==> config.mk <==
export PLATFORM = sky130hd
export DESIGN_NAME = flash_row_erase_write_sequencer
export DESIGN_NICKNAME = d
export VERILOG_FILES = /design/src/flash_seq_pkg.sv /design/src/flash_row_erase_write_sequencer.sv /design/src/prog_timer.sv
export VERILOG_INCLUDE_DIRS = /design/src
export SDC_FILE = /design/constraint.sdc
export NUM_CORES = 1
export LEC_CHECK = 0
export BUFFER_PORTS_ARGS = -buffer_cell sky130_fd_sc_hd__buf_4
export CAP_MARGIN = 20
export CORE_ASPECT_RATIO = 0.5
export CORE_MARGIN = 10
export CORE_UTILIZATION = 55
export CTS_BUF_LIST = sky130_fd_sc_hd__clkbuf_8
export DETAILED_ROUTE_END_ITERATION = 12
export PLACE_DENSITY_LB_ADDON = 0.12
export SETUP_SLACK_MARGIN = 0.2
export SYNTH_ARGS = -nofsm -noshare
export SYNTH_HDL_FRONTEND = slang
export SYNTH_SLANG_ARGS = --single-unit
==> constraint.sdc <==
create_clock -name ref_clk -period 16.5 [get_ports ref_clk]
set_clock_uncertainty 0.2 [all_clocks]
set_input_delay 4.125 -clock ref_clk [delete_from_list [all_inputs] [get_ports ref_clk]]
set_output_delay 4.125 -clock ref_clk [all_outputs]
set_load 0.02 [all_outputs]
==> src/flash_seq_regs.svh <==
`ifndef FLASH_SEQ_REGS_SVH
`define FLASH_SEQ_REGS_SVH

// ********************************************************
// Register byte offsets
// ********************************************************
`define REG_CTRL_OFS 8'h00
`define REG_KEY_OFS 8'h04
`define REG_PTR_OFS 8'h08
`define REG_LATCH_OFS 8'h0c
`define REG_TABOP_OFS 8'h10
`define REG_STATUS_OFS 8'h14

// ********************************************************
// Control register fields
// ********************************************************
`define CTRL_PGM_BIT 7
`define CTRL_CFG_BIT 6
`define CTRL_ERASE_BIT 4
`define CTRL_ABORT_BIT 3
`define CTRL_PERMIT_BIT 2
`define CTRL_WR_BIT 1

// ********************************************************
// Table operation and status fields
// ********************************************************
`define TABOP_RD_BIT 0
`define TABOP_WR_BIT 1
`define TABOP_MODE_LSB 2
`define STAT_DONE_BIT 0
`define STAT_BUSY_BIT 1

// ********************************************************
// Unlock keys and widths
// ********************************************************
`define KEY_FIRST 8'h55
`define KEY_SECOND 8'haa
`define PTR_W 22
`define ROW_LSB 6
`define BLOCK_LSB 3
`define HOLD_NUM 8

// ********************************************************
// Timing
// ********************************************************
`define CLK_PERIOD_NS 20
`define ERASE_TIME_US 2000
`define PROG_TIME_US 2000

`endif

==> src/flash_seq_pkg.sv <==
package flash_seq_pkg;

  // Unlock key progress
  typedef enum logic [1:0] {
    KEY_IDLE,
    KEY_ONE,
    KEY_ARMED
  } key_state_t;

  // Pointer update around a table operation
  typedef enum logic [1:0] {
    PTR_KEEP,
    PTR_POST_INC,
    PTR_POST_DEC,
    PTR_PRE_INC
  } ptr_mode_t;

endpackage

==> src/flash_row_erase_write_sequencer.sv <==
// Operation
// - Erase clears aligned 64-byte row, pointer bits 21:6
// - No word erase; no bulk erase from core
// - Erase needs program, not config, permit, erase select
// - Keys 55h then 0AAh must precede trigger
// - Core stalls; timer ends long write
// - Row erase stall about 2 ms
// - Block program stall about 2 ms
// - Programming always one whole 8-byte block
// - Table writes only load holding registers
// - Program needs program select, permit, no erase
// - External or watchdog reset mid-write sets abort
// - Table read fetches one byte into latch
// - Trigger only settable; hardware clears on completion
// - Hardware clears erase select after erase
// - Completion sets done flag; software clears it
// - Pointer 2:0 picks holding register; 21:3 block
`include "flash_seq_regs.svh"

module flash_row_erase_write_sequencer #(
  parameter int ERASE_CYCLES = `ERASE_TIME_US * 1000 / `CLK_PERIOD_NS,
  parameter int PROG_CYCLES = `PROG_TIME_US * 1000 / `CLK_PERIOD_NS,
  parameter int CNT_W = 20
) (
  input wire logic ref_clk,
  input wire logic rst,
  input wire logic ce,
  input wire logic ext_reset_req,
  input wire logic watchdog_timeout,
  input wire logic psel,
  input wire logic penable,
  input wire logic pwrite,
  input wire logic [7:0] paddr,
  input wire logic [31:0] pwdata,
  output logic [31:0] prdata,
  output logic pready,
  output logic pslverr,
  output logic cpu_stall,
  output logic [`PTR_W-1:0] flash_addr,
  output logic flash_rd_en,
  input wire logic [7:0] flash_rdata,
  output logic flash_erase,
  output logic flash_prog,
  output logic [63:0] flash_wdata
);

  // ********************************************************
  // Register decode helpers
  // ********************************************************

  // True when the address names a mapped register
  function automatic logic is_mapped(input logic [7:0] a);
    is_mapped = (a == `REG_CTRL_OFS) || (a == `REG_KEY_OFS) || (a == `REG_PTR_OFS) ||
                (a == `REG_LATCH_OFS) || (a == `REG_TABOP_OFS) || (a == `REG_STATUS_OFS);
  endfunction

  // Pointer after a step of the given direction
  function automatic logic [`PTR_W-1:0] ptr_step(input logic [`PTR_W-1:0] p,
                                                 input logic up);
    ptr_step = up ? p + `PTR_W'(1) : p - `PTR_W'(1);
  endfunction

  // ********************************************************
  // State
  // ********************************************************
  logic pgm_sel; // Program space select
  logic cfg_sel; // Config space select
  logic erase_sel; // Row erase select
  logic abort_flag; // Write abort flag
  logic permit; // Write permit
  logic wr_trig; // Write trigger
  logic done_flag; // Write done flag
  logic busy; // Long write running
  logic erasing; // Long write is an erase
  logic rd_pend; // Table read waiting for array data
  logic [`PTR_W-1:0] ptr; // Byte pointer
  logic [7:0] latch; // Table byte latch
  logic [7:0] hold [`HOLD_NUM]; // Holding registers
  flash_seq_pkg::key_state_t key_state; // Unlock progress

  // Next values
  logic next_pgm_sel, next_cfg_sel, next_erase_sel, next_abort_flag;
  logic next_permit, next_wr_trig, next_done_flag, next_busy, next_erasing;
  logic next_rd_pend, next_pready, next_pslverr, next_flash_rd_en;
  logic next_flash_erase, next_flash_prog;
  logic [`PTR_W-1:0] next_ptr, next_flash_addr;
  logic [7:0] next_latch;
  logic [7:0] next_hold [`HOLD_NUM];
  logic [31:0] next_prdata;
  logic [63:0] next_flash_wdata;
  flash_seq_pkg::key_state_t next_key_state;

  // ********************************************************
  // Bus qualifiers and timer
  // ********************************************************
  logic sreset; // Core reset that keeps the abort flag
  logic prep; // Access phase being answered
  logic commit; // Access completing this edge
  logic wcommit; // Write completing this edge
  logic start; // Long write launch
  logic timer_done; // Timer expiry pulse
  logic [CNT_W-1:0] timer_load; // Cycles for this operation
  logic [7:0] cmd_ctrl; // Written control byte
  flash_seq_pkg::ptr_mode_t op_mode; // Written pointer mode

  assign sreset = ext_reset_req | watchdog_timeout;
  assign prep = psel & penable & ~pready & ~busy & ~rd_pend;
  assign commit = psel & penable & pready;
  assign wcommit = commit & pwrite;
  assign cmd_ctrl = pwdata[7:0];
  assign op_mode = flash_seq_pkg::ptr_mode_t'(pwdata[`TABOP_MODE_LSB +: 2]);
  // Long write only after the full key pair and a valid setup
  assign start = wcommit && (paddr == `REG_CTRL_OFS) && cmd_ctrl[`CTRL_WR_BIT] &&
                 (key_state == flash_seq_pkg::KEY_ARMED) && cmd_ctrl[`CTRL_PGM_BIT] &&
                 !cmd_ctrl[`CTRL_CFG_BIT] && cmd_ctrl[`CTRL_PERMIT_BIT] && !sreset;
  // Each kind of long write has its own length
  assign timer_load = cmd_ctrl[`CTRL_ERASE_BIT] ? CNT_W'(ERASE_CYCLES) :
                      CNT_W'(PROG_CYCLES);

  // Internal programming timer
  prog_timer #(
    .CNT_W(CNT_W)
  ) u_timer (
    .ref_clk(ref_clk),
    .rst(rst),
    .ce(ce),
    .start(start),
    .load(timer_load),
    .abort(sreset),
    .done(timer_done)
  );

  // ********************************************************
  // Next state
  // ********************************************************

  // Register, unlock, table and long write behaviour
  always_comb begin
    next_pgm_sel = pgm_sel;
    next_cfg_sel = cfg_sel;
    next_erase_sel = erase_sel;
    next_abort_flag = abort_flag;
    next_permit = permit;
    next_wr_trig = wr_trig;
    next_done_flag = done_flag;
    next_busy = busy;
    next_erasing = erasing;
    next_rd_pend = 1'b0;
    next_ptr = ptr;
    next_latch = latch;
    next_hold = hold;
    next_key_state = key_state;
    next_pready = 1'b0;
    next_pslverr = 1'b0;
    next_prdata = prdata;
    next_flash_rd_en = 1'b0;
    next_flash_addr = flash_addr;
    next_flash_erase = 1'b0;
    next_flash_prog = 1'b0;
    next_flash_wdata = flash_wdata;
    // Answer a read or write one cycle into the access phase
    if (prep) begin
      next_pready = 1'b1;
      next_pslverr = !is_mapped(paddr);
      case (paddr)
        `REG_CTRL_OFS: next_prdata = {24'h000000, pgm_sel, cfg_sel, 1'b0, erase_sel,
                                      abort_flag, permit, wr_trig, 1'b0};
        `REG_PTR_OFS: next_prdata = {10'h000, ptr};
        `REG_LATCH_OFS: next_prdata = {24'h000000, latch};
        `REG_STATUS_OFS: next_prdata = {30'h00000000, busy, done_flag};
        default: next_prdata = 32'h00000000;
      endcase
    end
    // Unlock tracking: any completed access other than a key write in order breaks the chain
    if (commit) begin
      if (pwrite && paddr == `REG_KEY_OFS && cmd_ctrl == `KEY_FIRST) begin
        next_key_state = flash_seq_pkg::KEY_ONE;
      end else if (pwrite && paddr == `REG_KEY_OFS && cmd_ctrl == `KEY_SECOND &&
                   key_state == flash_seq_pkg::KEY_ONE) begin
        next_key_state = flash_seq_pkg::KEY_ARMED;
      end else begin
        next_key_state = flash_seq_pkg::KEY_IDLE;
      end
    end
    // Register writes
    if (wcommit) begin
      case (paddr)
        `REG_CTRL_OFS: begin
          next_pgm_sel = cmd_ctrl[`CTRL_PGM_BIT];
          next_cfg_sel = cmd_ctrl[`CTRL_CFG_BIT];
          next_erase_sel = cmd_ctrl[`CTRL_ERASE_BIT];
          next_permit = cmd_ctrl[`CTRL_PERMIT_BIT];
          // Abort flag is cleared by writing zero
          if (!cmd_ctrl[`CTRL_ABORT_BIT]) begin
            next_abort_flag = 1'b0;
          end
        end
        `REG_PTR_OFS: next_ptr = pwdata[`PTR_W-1:0];
        `REG_LATCH_OFS: next_latch = cmd_ctrl;
        `REG_TABOP_OFS: begin
          // Pre-increment moves the pointer before the access
          next_flash_addr = (op_mode == flash_seq_pkg::PTR_PRE_INC) ? ptr_step(ptr, 1'b1) : ptr;
          if (op_mode == flash_seq_pkg::PTR_PRE_INC || op_mode == flash_seq_pkg::PTR_POST_INC) begin
            next_ptr = ptr_step(ptr, 1'b1);
          end else if (op_mode == flash_seq_pkg::PTR_POST_DEC) begin
            next_ptr = ptr_step(ptr, 1'b0);
          end
          if (pwdata[`TABOP_RD_BIT]) begin
            // One byte from the array at the pointer
            next_flash_rd_en = 1'b1;
            next_rd_pend = 1'b1;
          end else if (pwdata[`TABOP_WR_BIT]) begin
            // Short write into one holding register only
            next_hold[next_flash_addr[`BLOCK_LSB-1:0]] = latch;
          end
        end
        `REG_STATUS_OFS: begin
          if (pwdata[`STAT_DONE_BIT]) begin
            next_done_flag = 1'b0;
          end
        end
        default: begin
          next_done_flag = done_flag;
        end
      endcase
    end
    // Array byte arrives the cycle after the read strobe; bus waits until then
    if (flash_rd_en) begin
      next_rd_pend = 1'b1;
    end else if (rd_pend) begin
      next_latch = flash_rdata;
    end
    // Launch the long write and stall the core
    if (start) begin
      next_wr_trig = 1'b1;
      next_busy = 1'b1;
      next_erasing = cmd_ctrl[`CTRL_ERASE_BIT];
      if (cmd_ctrl[`CTRL_ERASE_BIT]) begin
        // Row erase ignores the six low pointer bits
        next_flash_addr = {ptr[`PTR_W-1:`ROW_LSB], `ROW_LSB'(0)};
        next_flash_erase = 1'b1;
      end else begin
        // Whole block of eight held bytes
        next_flash_addr = {ptr[`PTR_W-1:`BLOCK_LSB], `BLOCK_LSB'(0)};
        next_flash_wdata = {hold[7], hold[6], hold[5], hold[4],
                            hold[3], hold[2], hold[1], hold[0]};
        next_flash_prog = 1'b1;
      end
    end
    // Timer expiry completes the operation
    if (timer_done && busy) begin
      next_busy = 1'b0;
      next_wr_trig = 1'b0;
      if (erasing) begin
        next_erase_sel = 1'b0;
      end
      next_done_flag = 1'b1;
    end
    // Core reset: abort flag records an interrupted write
    if (sreset) begin
      if (busy) begin
        next_abort_flag = 1'b1;
      end
      next_erase_sel = 1'b0;
      next_permit = 1'b0;
      next_wr_trig = 1'b0;
      next_done_flag = 1'b0;
      next_busy = 1'b0;
      next_erasing = 1'b0;
      next_rd_pend = 1'b0;
      next_ptr = '0;
      next_latch = 8'h00;
      next_key_state = flash_seq_pkg::KEY_IDLE;
      next_pready = 1'b0;
      next_pslverr = 1'b0;
      next_flash_rd_en = 1'b0;
      next_flash_erase = 1'b0;
      next_flash_prog = 1'b0;
    end
  end

  // ********************************************************
  // Registers
  // ********************************************************

  // Power-on reset clears everything except the holding registers, which load FFh
  always_ff @(posedge ref_clk or posedge rst) begin
    if (rst) begin
      pgm_sel <= 1'b0;
      cfg_sel <= 1'b0;
      erase_sel <= 1'b0;
      abort_flag <= 1'b0;
      permit <= 1'b0;
      wr_trig <= 1'b0;
      done_flag <= 1'b0;
      busy <= 1'b0;
      erasing <= 1'b0;
      rd_pend <= 1'b0;
      ptr <= '0;
      latch <= 8'h00;
      hold <= '{default: 8'hff};
      key_state <= flash_seq_pkg::KEY_IDLE;
      prdata <= 32'h00000000;
      pready <= 1'b0;
      pslverr <= 1'b0;
      cpu_stall <= 1'b0;
      flash_addr <= '0;
      flash_rd_en <= 1'b0;
      flash_erase <= 1'b0;
      flash_prog <= 1'b0;
      flash_wdata <= 64'h0000000000000000;
    end else if (ce) begin
      pgm_sel <= next_pgm_sel;
      cfg_sel <= next_cfg_sel;
      erase_sel <= next_erase_sel;
      abort_flag <= next_abort_flag;
      permit <= next_permit;
      wr_trig <= next_wr_trig;
      done_flag <= next_done_flag;
      busy <= next_busy;
      erasing <= next_erasing;
      rd_pend <= next_rd_pend;
      ptr <= next_ptr;
      latch <= next_latch;
      hold <= next_hold;
      key_state <= next_key_state;
      prdata <= next_prdata;
      pready <= next_pready;
      pslverr <= next_pslverr;
      cpu_stall <= next_busy;
      flash_addr <= next_flash_addr;
      flash_rd_en <= next_flash_rd_en;
      flash_erase <= next_flash_erase;
      flash_prog <= next_flash_prog;
      flash_wdata <= next_flash_wdata;
    end
  end

endmodule

==> src/prog_timer.sv <==
`include "flash_seq_regs.svh"

module prog_timer #(
  parameter int CNT_W = 20
) (
  input wire logic ref_clk,
  input wire logic rst,
  input wire logic ce,
  input wire logic start,
  input wire logic [CNT_W-1:0] load,
  input wire logic abort,
  output logic done
);

  // ********************************************************
  // Countdown state
  // ********************************************************
  logic [CNT_W-1:0] count; // Cycles left
  logic running; // Timer active
  logic [CNT_W-1:0] next_count;
  logic next_running;
  logic next_done;

  // Next value of the countdown
  always_comb begin
    next_count = count;
    next_running = running;
    next_done = 1'b0;
    if (abort) begin
      // A reset of the core kills the operation
      next_running = 1'b0;
      next_count = '0;
    end else if (start) begin
      next_running = 1'b1;
      next_count = load;
    end else if (running) begin
      if (count <= CNT_W'(1)) begin
        // Expiry ends the long write
        next_running = 1'b0;
        next_done = 1'b1;
      end else begin
        next_count = count - CNT_W'(1);
      end
    end
  end

  // Register the countdown
  always_ff @(posedge ref_clk or posedge rst) begin
    if (rst) begin
      count <= '0;
      running <= 1'b0;
      done <= 1'b0;
    end else if (ce) begin
      count <= next_count;
      running <= next_running;
      done <= next_done;
    end
  end

endmodule

==> impl_metrics.toml, run 1 <==
[status]
outcome = "complete, no violations"

[detailed_routing]
first_pass_iters = 6
final_antenna_net_count = 0
drt_iter0_drc = 795
detail_route.wirelength_um = 32600
route.detailed.wl_per_inst_um = 20.8
drc = 0
dr_total_vias = 9214
viasPerCell = 5.90

[die]
dieArea_um2 = 28400
die_width_um = 229
start_util = 0.556
coreArea_um2 = 21500
die_h_um = 124
rows = 38
top_level_ports = 180

[timing]
rsz0062_at_grt = "false"
pins_over_their_slew_limit = 0
clock_period_minus_final_worst_setup_slack_ns = 6.72
max_freq_mhz = 149
max_slew_margin = 0.323
timing.final.setup_violations = 0
whs_ns = 0.300
period_share = 0.407
timing.setup.tns_ns = 0
final_hold_violations = 0
actual_transition_at_the_worst_max_transition_pin_ns = 1.01

[finish]
finalInstanceArea_um2 = 14000
layout.area.seq_um2 = 6090
area.growth.synth_to_final_pct = 17.1
final_net_count = 1297
fillCellCount = 1777
drive_above_1_share = 0.349
number_of_diodes = 0
finalNonFillerCells = 1562
multi_input_combinational_cell_area_um2 = 5410

[setup_path]
critical_path.endpoint_type = "flop"
timing.reg2reg.setup_slack_ns = 13.33
critPathArrivalTime_ns = 6.92
timing.critical_path.fanout_max = 20
path_class = "in -> reg"
worst_setup_path_start_kind = "input pin"
worst-endpoint-required_ns = 16.70

[clock_tree]
numClockSinks = 240
cts.reportedPaths.clkPinSlew_ns = 0.06
cts_tree = "built"
post_cts_sizing_count = 0
cts_buffers = 36
cts_post_setup_buffers_inserted = 0
worstSkewPairLatency_ns = 0.55
cts_hold_repair.buffers = 0
root_buffer_master = "sky130_fd_sc_hd__clkbuf_8"
cts_max_level = 2
cts.path.max_buffers = 3

[placement]
hpwlAfterDp_um = 22400
gpl.final_weighted_congestion = 0.913
placed_cell_area_um2 = 13200
post-place-cells = 1497
port_buffers = 159

[power]
power.static_leakage_nw = 6.59
pwr_density_cell_nw_per_um2 = 82.0
worst_ir_drop_vdd_uv = 46.1

[global_route]
global_route.usage.total = 0.225
grt_start_max_net_pins = 160
overflow = 0
grt_antenna_before_repair = 0
grt_first_pass_wirelength_um = 52200
grt_pass1_vias = 9246

[synth]
synth_top_area_share = 0.368
synth_area_per_cell_um2 = 10.8
yosys_most_used_dff = "sky130_fd_sc_hd__dfrtp_1"
synth.distinct_cells = 71
synth_area_um2 = 12000
yosys.area.top_type = "sky130_fd_sc_hd__dfrtp_1"
synth_seq_area_share = 0.509
synth_warnings = 0
synth.area.top_cells = "sky130_fd_sc_hd__dfrtp_1, sky130_fd_sc_hd__dfstp_2, sky130_fd_sc_hd__mux2_2, sky130_fd_sc_hd__mux2_4, sky130_fd_sc_hd__o21ai_0"
share_of_async_settable_or_async_resettable_flops_after_synthesis = 1.00
synth_seq_cells = 240
synth-edff-count = 0
netlist_instances = 1109

[flow_run]
maxCapViolCount = 0

[hold_path]
hold_crit_path_type = "reg -> reg"
worst paths after layout:
check                            startpoint               end  cells past startpoint
max                                paddr[1]            ptr[8]                      7
max reg2reg                u_timer.count[3]  u_timer.count[5]                      6
min                               prdata[7]         prdata[7]                      2
min reg2reg                       prdata[7]         prdata[7]                      2
min in group asynchronous               rst         prdata[6]                      2
max in group asynchronous               rst    flash_wdata[2]                      3
critical path, stage by stage:
cell and delay, ns:
sky130_fd_sc_hd__buf_4 0.10, sky130_fd_sc_hd__or4_1 0.70, sky130_fd_sc_hd__nor4_2 0.51, sky130_fd_sc_hd__nand3_1 0.70, sky130_fd_sc_hd__nor2_1 0.44, sky130_fd_sc_hd__a31oi_1 0.13
sky130_fd_sc_hd__o22ai_1 0.20
layer usage:
metal  routed length, um  track usage  vias up
met5                   0            0        -
met2               15500        0.360      334
met4                 723       0.0600        0
li1                    -            -     4192
met3                2080       0.0480       66
met1               14300        0.305     4622
flip-flops by register name, summed over array words and instances, names as in the netlist, 2 cells and up:
register       flops
key_state          2
prdata            22
ptr               22
latch              8
flash_addr        22
u_timer.count     20
flash_wdata       64
hold              64
synthesized netlist by cell type, drive strengths merged (11+ instances only):
| master | number |
|---|---|
| or3 | 11 |
| a22oi | 14 |
| xor2 | 15 |
| nor4 | 19 |
| nand3 | 29 |
| o21ai | 84 |
| nor3 | 31 |
| dfstp | 64 |
| nor2 | 93 |
| buf | 32 |
| xnor2 | 19 |
| nand4 | 21 |
| a22o | 16 |
| nand2 | 86 |
| inv | 23 |
| clkbuf | 57 |
| o2bb2ai | 13 |
| a21oi | 44 |
| dfrtp | 176 |
| a31oi | 11 |
| mux2 | 133 |
metrics by stage:
stage	setup WS [ns]	total power, W	util
global route	9.61	0.00120	0.651
CTS	9.82	0.00116	0.648
floorplan	5.69	0.000633	-
finish	9.78	0.00115	0.651
global placement	9.30	0.000651	0.614
detailed placement	9.26	0.000652	0.614
cells by family after synthesis:
logic type | synth area share
muxes | 0.148
adders and majority gates | 0.00418
xor gates and xnor gates | 0.0249
buffers and inverters | 0.0432
AOI/OAI and AO/OA | 0.118
DFF | 0.509
and+or+nand+nor | 0.153
other | 0.000313
layout by cell type, fill, tap and decap left out, types with 19 or more instances in the layout:
master | netlist | routed
sky130_fd_sc_hd__a21oi_1 | 44 | 44
sky130_fd_sc_hd__buf_4 | 12 | 168
sky130_fd_sc_hd__clkbuf_8 | 0 | 44
sky130_fd_sc_hd__dfrtp_1 | 176 | 176
sky130_fd_sc_hd__dfstp_2 | 64 | 64
sky130_fd_sc_hd__inv_1 | 23 | 35
sky130_fd_sc_hd__mux2_2 | 84 | 84
sky130_fd_sc_hd__mux2_4 | 49 | 49
sky130_fd_sc_hd__nand2_1 | 84 | 84
sky130_fd_sc_hd__nand3_1 | 29 | 29
sky130_fd_sc_hd__nand4_1 | 21 | 21
sky130_fd_sc_hd__nor2_1 | 85 | 85
sky130_fd_sc_hd__nor3_1 | 31 | 31
sky130_fd_sc_hd__o21ai_0 | 83 | 83
sky130_fd_sc_hd__xnor2_1 | 19 | 19
layout make-up:
type,count,share of cell area
clock inverters,19,0.00964
well taps,300,0.0268
multi-input cells,766,0.386
repair buffers,170,0.0939
flip-flops and latches,240,0.434
clock buffers,44,0.0432
inverters,23,0.00669
power by group:
| part | internal (W) | switching, W | leakage [nW] |
|---|---|---|---|
| combinational | 0.0000154 | 0.0000380 | 3.06 |
| clock | 0.000273 | 0.000233 | 0.426 |
| sequential | 0.000590 | 0.000000320 | 3.10 |
| total | 0.000878 | 0.000272 | 6.59 |
Note: power is estimated with default switching activity, not from simulation.
==> run 2, diff against run 1 <==
--- a/config.mk
+++ b/config.mk
@@ -10,7 +10,7 @@
 export CAP_MARGIN = 20
 export CORE_ASPECT_RATIO = 0.5
 export CORE_MARGIN = 10
-export CORE_UTILIZATION = 55
+export CORE_UTILIZATION = 54
 export CTS_BUF_LIST = sky130_fd_sc_hd__clkbuf_8
 export DETAILED_ROUTE_END_ITERATION = 12
 export PLACE_DENSITY_LB_ADDON = 0.12
==> constraint.sdc (replaced) <==
create_clock -name ref_clk -period 5.5 [get_ports ref_clk]
set_clock_uncertainty 0.2 [all_clocks]
set_input_delay 1.375 -clock ref_clk [delete_from_list [all_inputs] [get_ports ref_clk]]
set_output_delay 1.375 -clock ref_clk [all_outputs]
set_load 0.02 [all_outputs]
==> run 2 against run 1 <==
Effect of this change: first-iteration DRC count is 12% lower; largest cell class unchanged; total power grew to 3.0 times the previous value; combinational power grew to 3.0 times the previous value; critical endpoint is now flash_wdata[17]; global-route usage is 1.0 points lower.
==> impl_metrics.toml, run 2 (synthesized netlist as in run 1, its figures left out) <==
[timing]
whs_ns = 0.293
layout_setup_ws_ns = 1.60
final_hold_violations = 0
timing.setup.tns_ns = 0
max_freq_mhz = 256
period_share = 0.709
actual_transition_at_the_worst_max_transition_pin_ns = 0.963
clock_period_minus_final_worst_setup_slack_ns = 3.90
timing.final.setup_violations = 0
pins_over_their_slew_limit = 0
max_slew_margin = 0.352
rsz0062_at_grt = "false"

[die]
dieArea_um2 = 28900
top_level_ports = 180
die_width_um = 231
rows = 38
die_h_um = 125
coreArea_um2 = 21700
start_util = 0.551

[setup_path]
critical_path.endpoint_type = "flop"
worst-r2r-cell-count = 6
worst-endpoint-required_ns = 5.70
critPathArrivalTime_ns = 4.09
path_class = "in -> reg"
timing.reg2reg.setup_slack_ns = 2.35
timing.critical_path.fanout_max = 38
worst_setup_path_start_kind = "input pin"

[clock_tree]
cts.path.max_buffers = 3
post_cts_sizing_count = 0
cts_hold_repair.buffers = 0
cts_max_level = 2
root_buffer_master = "sky130_fd_sc_hd__clkbuf_8"
cts_buffers = 36
numClockSinks = 240
worstSkewPairLatency_ns = 0.53
cts_post_setup_buffers_inserted = 0
cts.reportedPaths.clkPinSlew_ns = 0.06
cts_tree = "built"

[power]
power.static_leakage_nw = 6.61
worst_ir_drop_vdd_uv = 139
pwr_density_cell_nw_per_um2 = 249

[detailed_routing]
met3_wirelength_um = 2030
top_signal_layer_used = "met4"
route.detailed.wl_per_inst_um = 20.3
route.met2.wl_um = 14900
drt_iter0_drc = 700
first_pass_iters = 8
drc = 0
met1Wirelength_um = 14000
detail_route.wirelength_um = 31700
dr_total_vias = 9168
viasPerCell = 5.86
final_antenna_net_count = 0

[finish]
number_of_diodes = 0
final_net_count = 1301
fillCellCount = 1760
final_cell_mix = "sky130_fd_sc_hd__dfrtp_1, sky130_fd_sc_hd__buf_4, sky130_fd_sc_hd__nor2_1"
biggest_regs = "flash_wdata x64, hold x64"
drive_above_1_share = 0.352
multi_input_combinational_cell_area_um2 = 5410
final_common_cell = "sky130_fd_sc_hd__dfrtp_1"
finalInstanceArea_um2 = 14100
layout.area.seq_um2 = 6090
area.growth.synth_to_final_pct = 17.5

[hold_path]
holdPathStages = 2
hold_crit_path_type = "reg -> reg"

[global_route]
global_route.usage.total = 0.215
grt_first_pass_wirelength_um = 50800
grt_start_max_net_pins = 97
grt_antenna_before_repair = 0
overflow = 0
grt_pass1_vias = 9046

[placement]
placement_setup_slack_ns = 1.06
port_buffers = 159
gpl.final_weighted_congestion = 0.912
placed_cell_area_um2 = 13300
hpwlAfterDp_um = 22500

[status]
outcome = "complete, no violations"

[flow_run]
maxCapViolCount = 0
==> run 2: final timing paths <==
check | from | end
min in group asynchronous | rst | flash_wdata[34]
max reg2reg | u_timer.count[2] | u_timer.count[5]
min reg2reg | prdata[3] | prdata[3]
max in group asynchronous | rst | flash_wdata[51]
max | paddr[1] | flash_wdata[17]
min | prdata[3] | prdata[3]
==> run 2: routing by layer <==
| layer | track usage | vias up |
|---|---|---|
| met3 | 0.0445 | 58 |
| met1 | 0.290 | 4600 |
| met5 | 0 | - |
| li1 | - | 4221 |
| met4 | 0.0669 | 0 |
| met2 | 0.343 | 289 |
==> run 2: critical path, cell delays in order <==
cell and delay (ns):
sky130_fd_sc_hd__buf_4 0.10, sky130_fd_sc_hd__or4_1 0.69, sky130_fd_sc_hd__and4b_1 0.55, sky130_fd_sc_hd__nand2_4 0.15, sky130_fd_sc_hd__or3_4 0.59, sky130_fd_sc_hd__buf_12 0.29
sky130_fd_sc_hd__mux2_4 0.32
==> run 2: report_power, final <==
part           internal, W  switching, W
combinational    0.0000463      0.000113
clock             0.000878      0.000692
sequential         0.00177   0.000000798
total              0.00269      0.000805
==> run 2: area by class of cell <==
class,instances,share of cell area
clock buffers,45,0.0441
well taps,300,0.0267
clock inverters,17,0.0108
flip-flops and latches,240,0.433
repair buffers,174,0.0947
multi-input cells,766,0.384
inverters,23,0.00641
==> run 2: metrics by stage <==
| stage | util | instances | power [W] |
|---|---|---|---|
| 3_3_place_gp | 0.611 | 1502 | 0.00196 |
| 3_5_place_dp | 0.611 | 1502 | 0.00196 |
| 6_report | 0.647 | 1565 | 0.00350 |
| 2_1_floorplan | - | 1118 | 0.00190 |
| 4_1_cts | 0.646 | 1564 | 0.00354 |
| 5_1_grt | 0.647 | 1565 | 0.00365 |
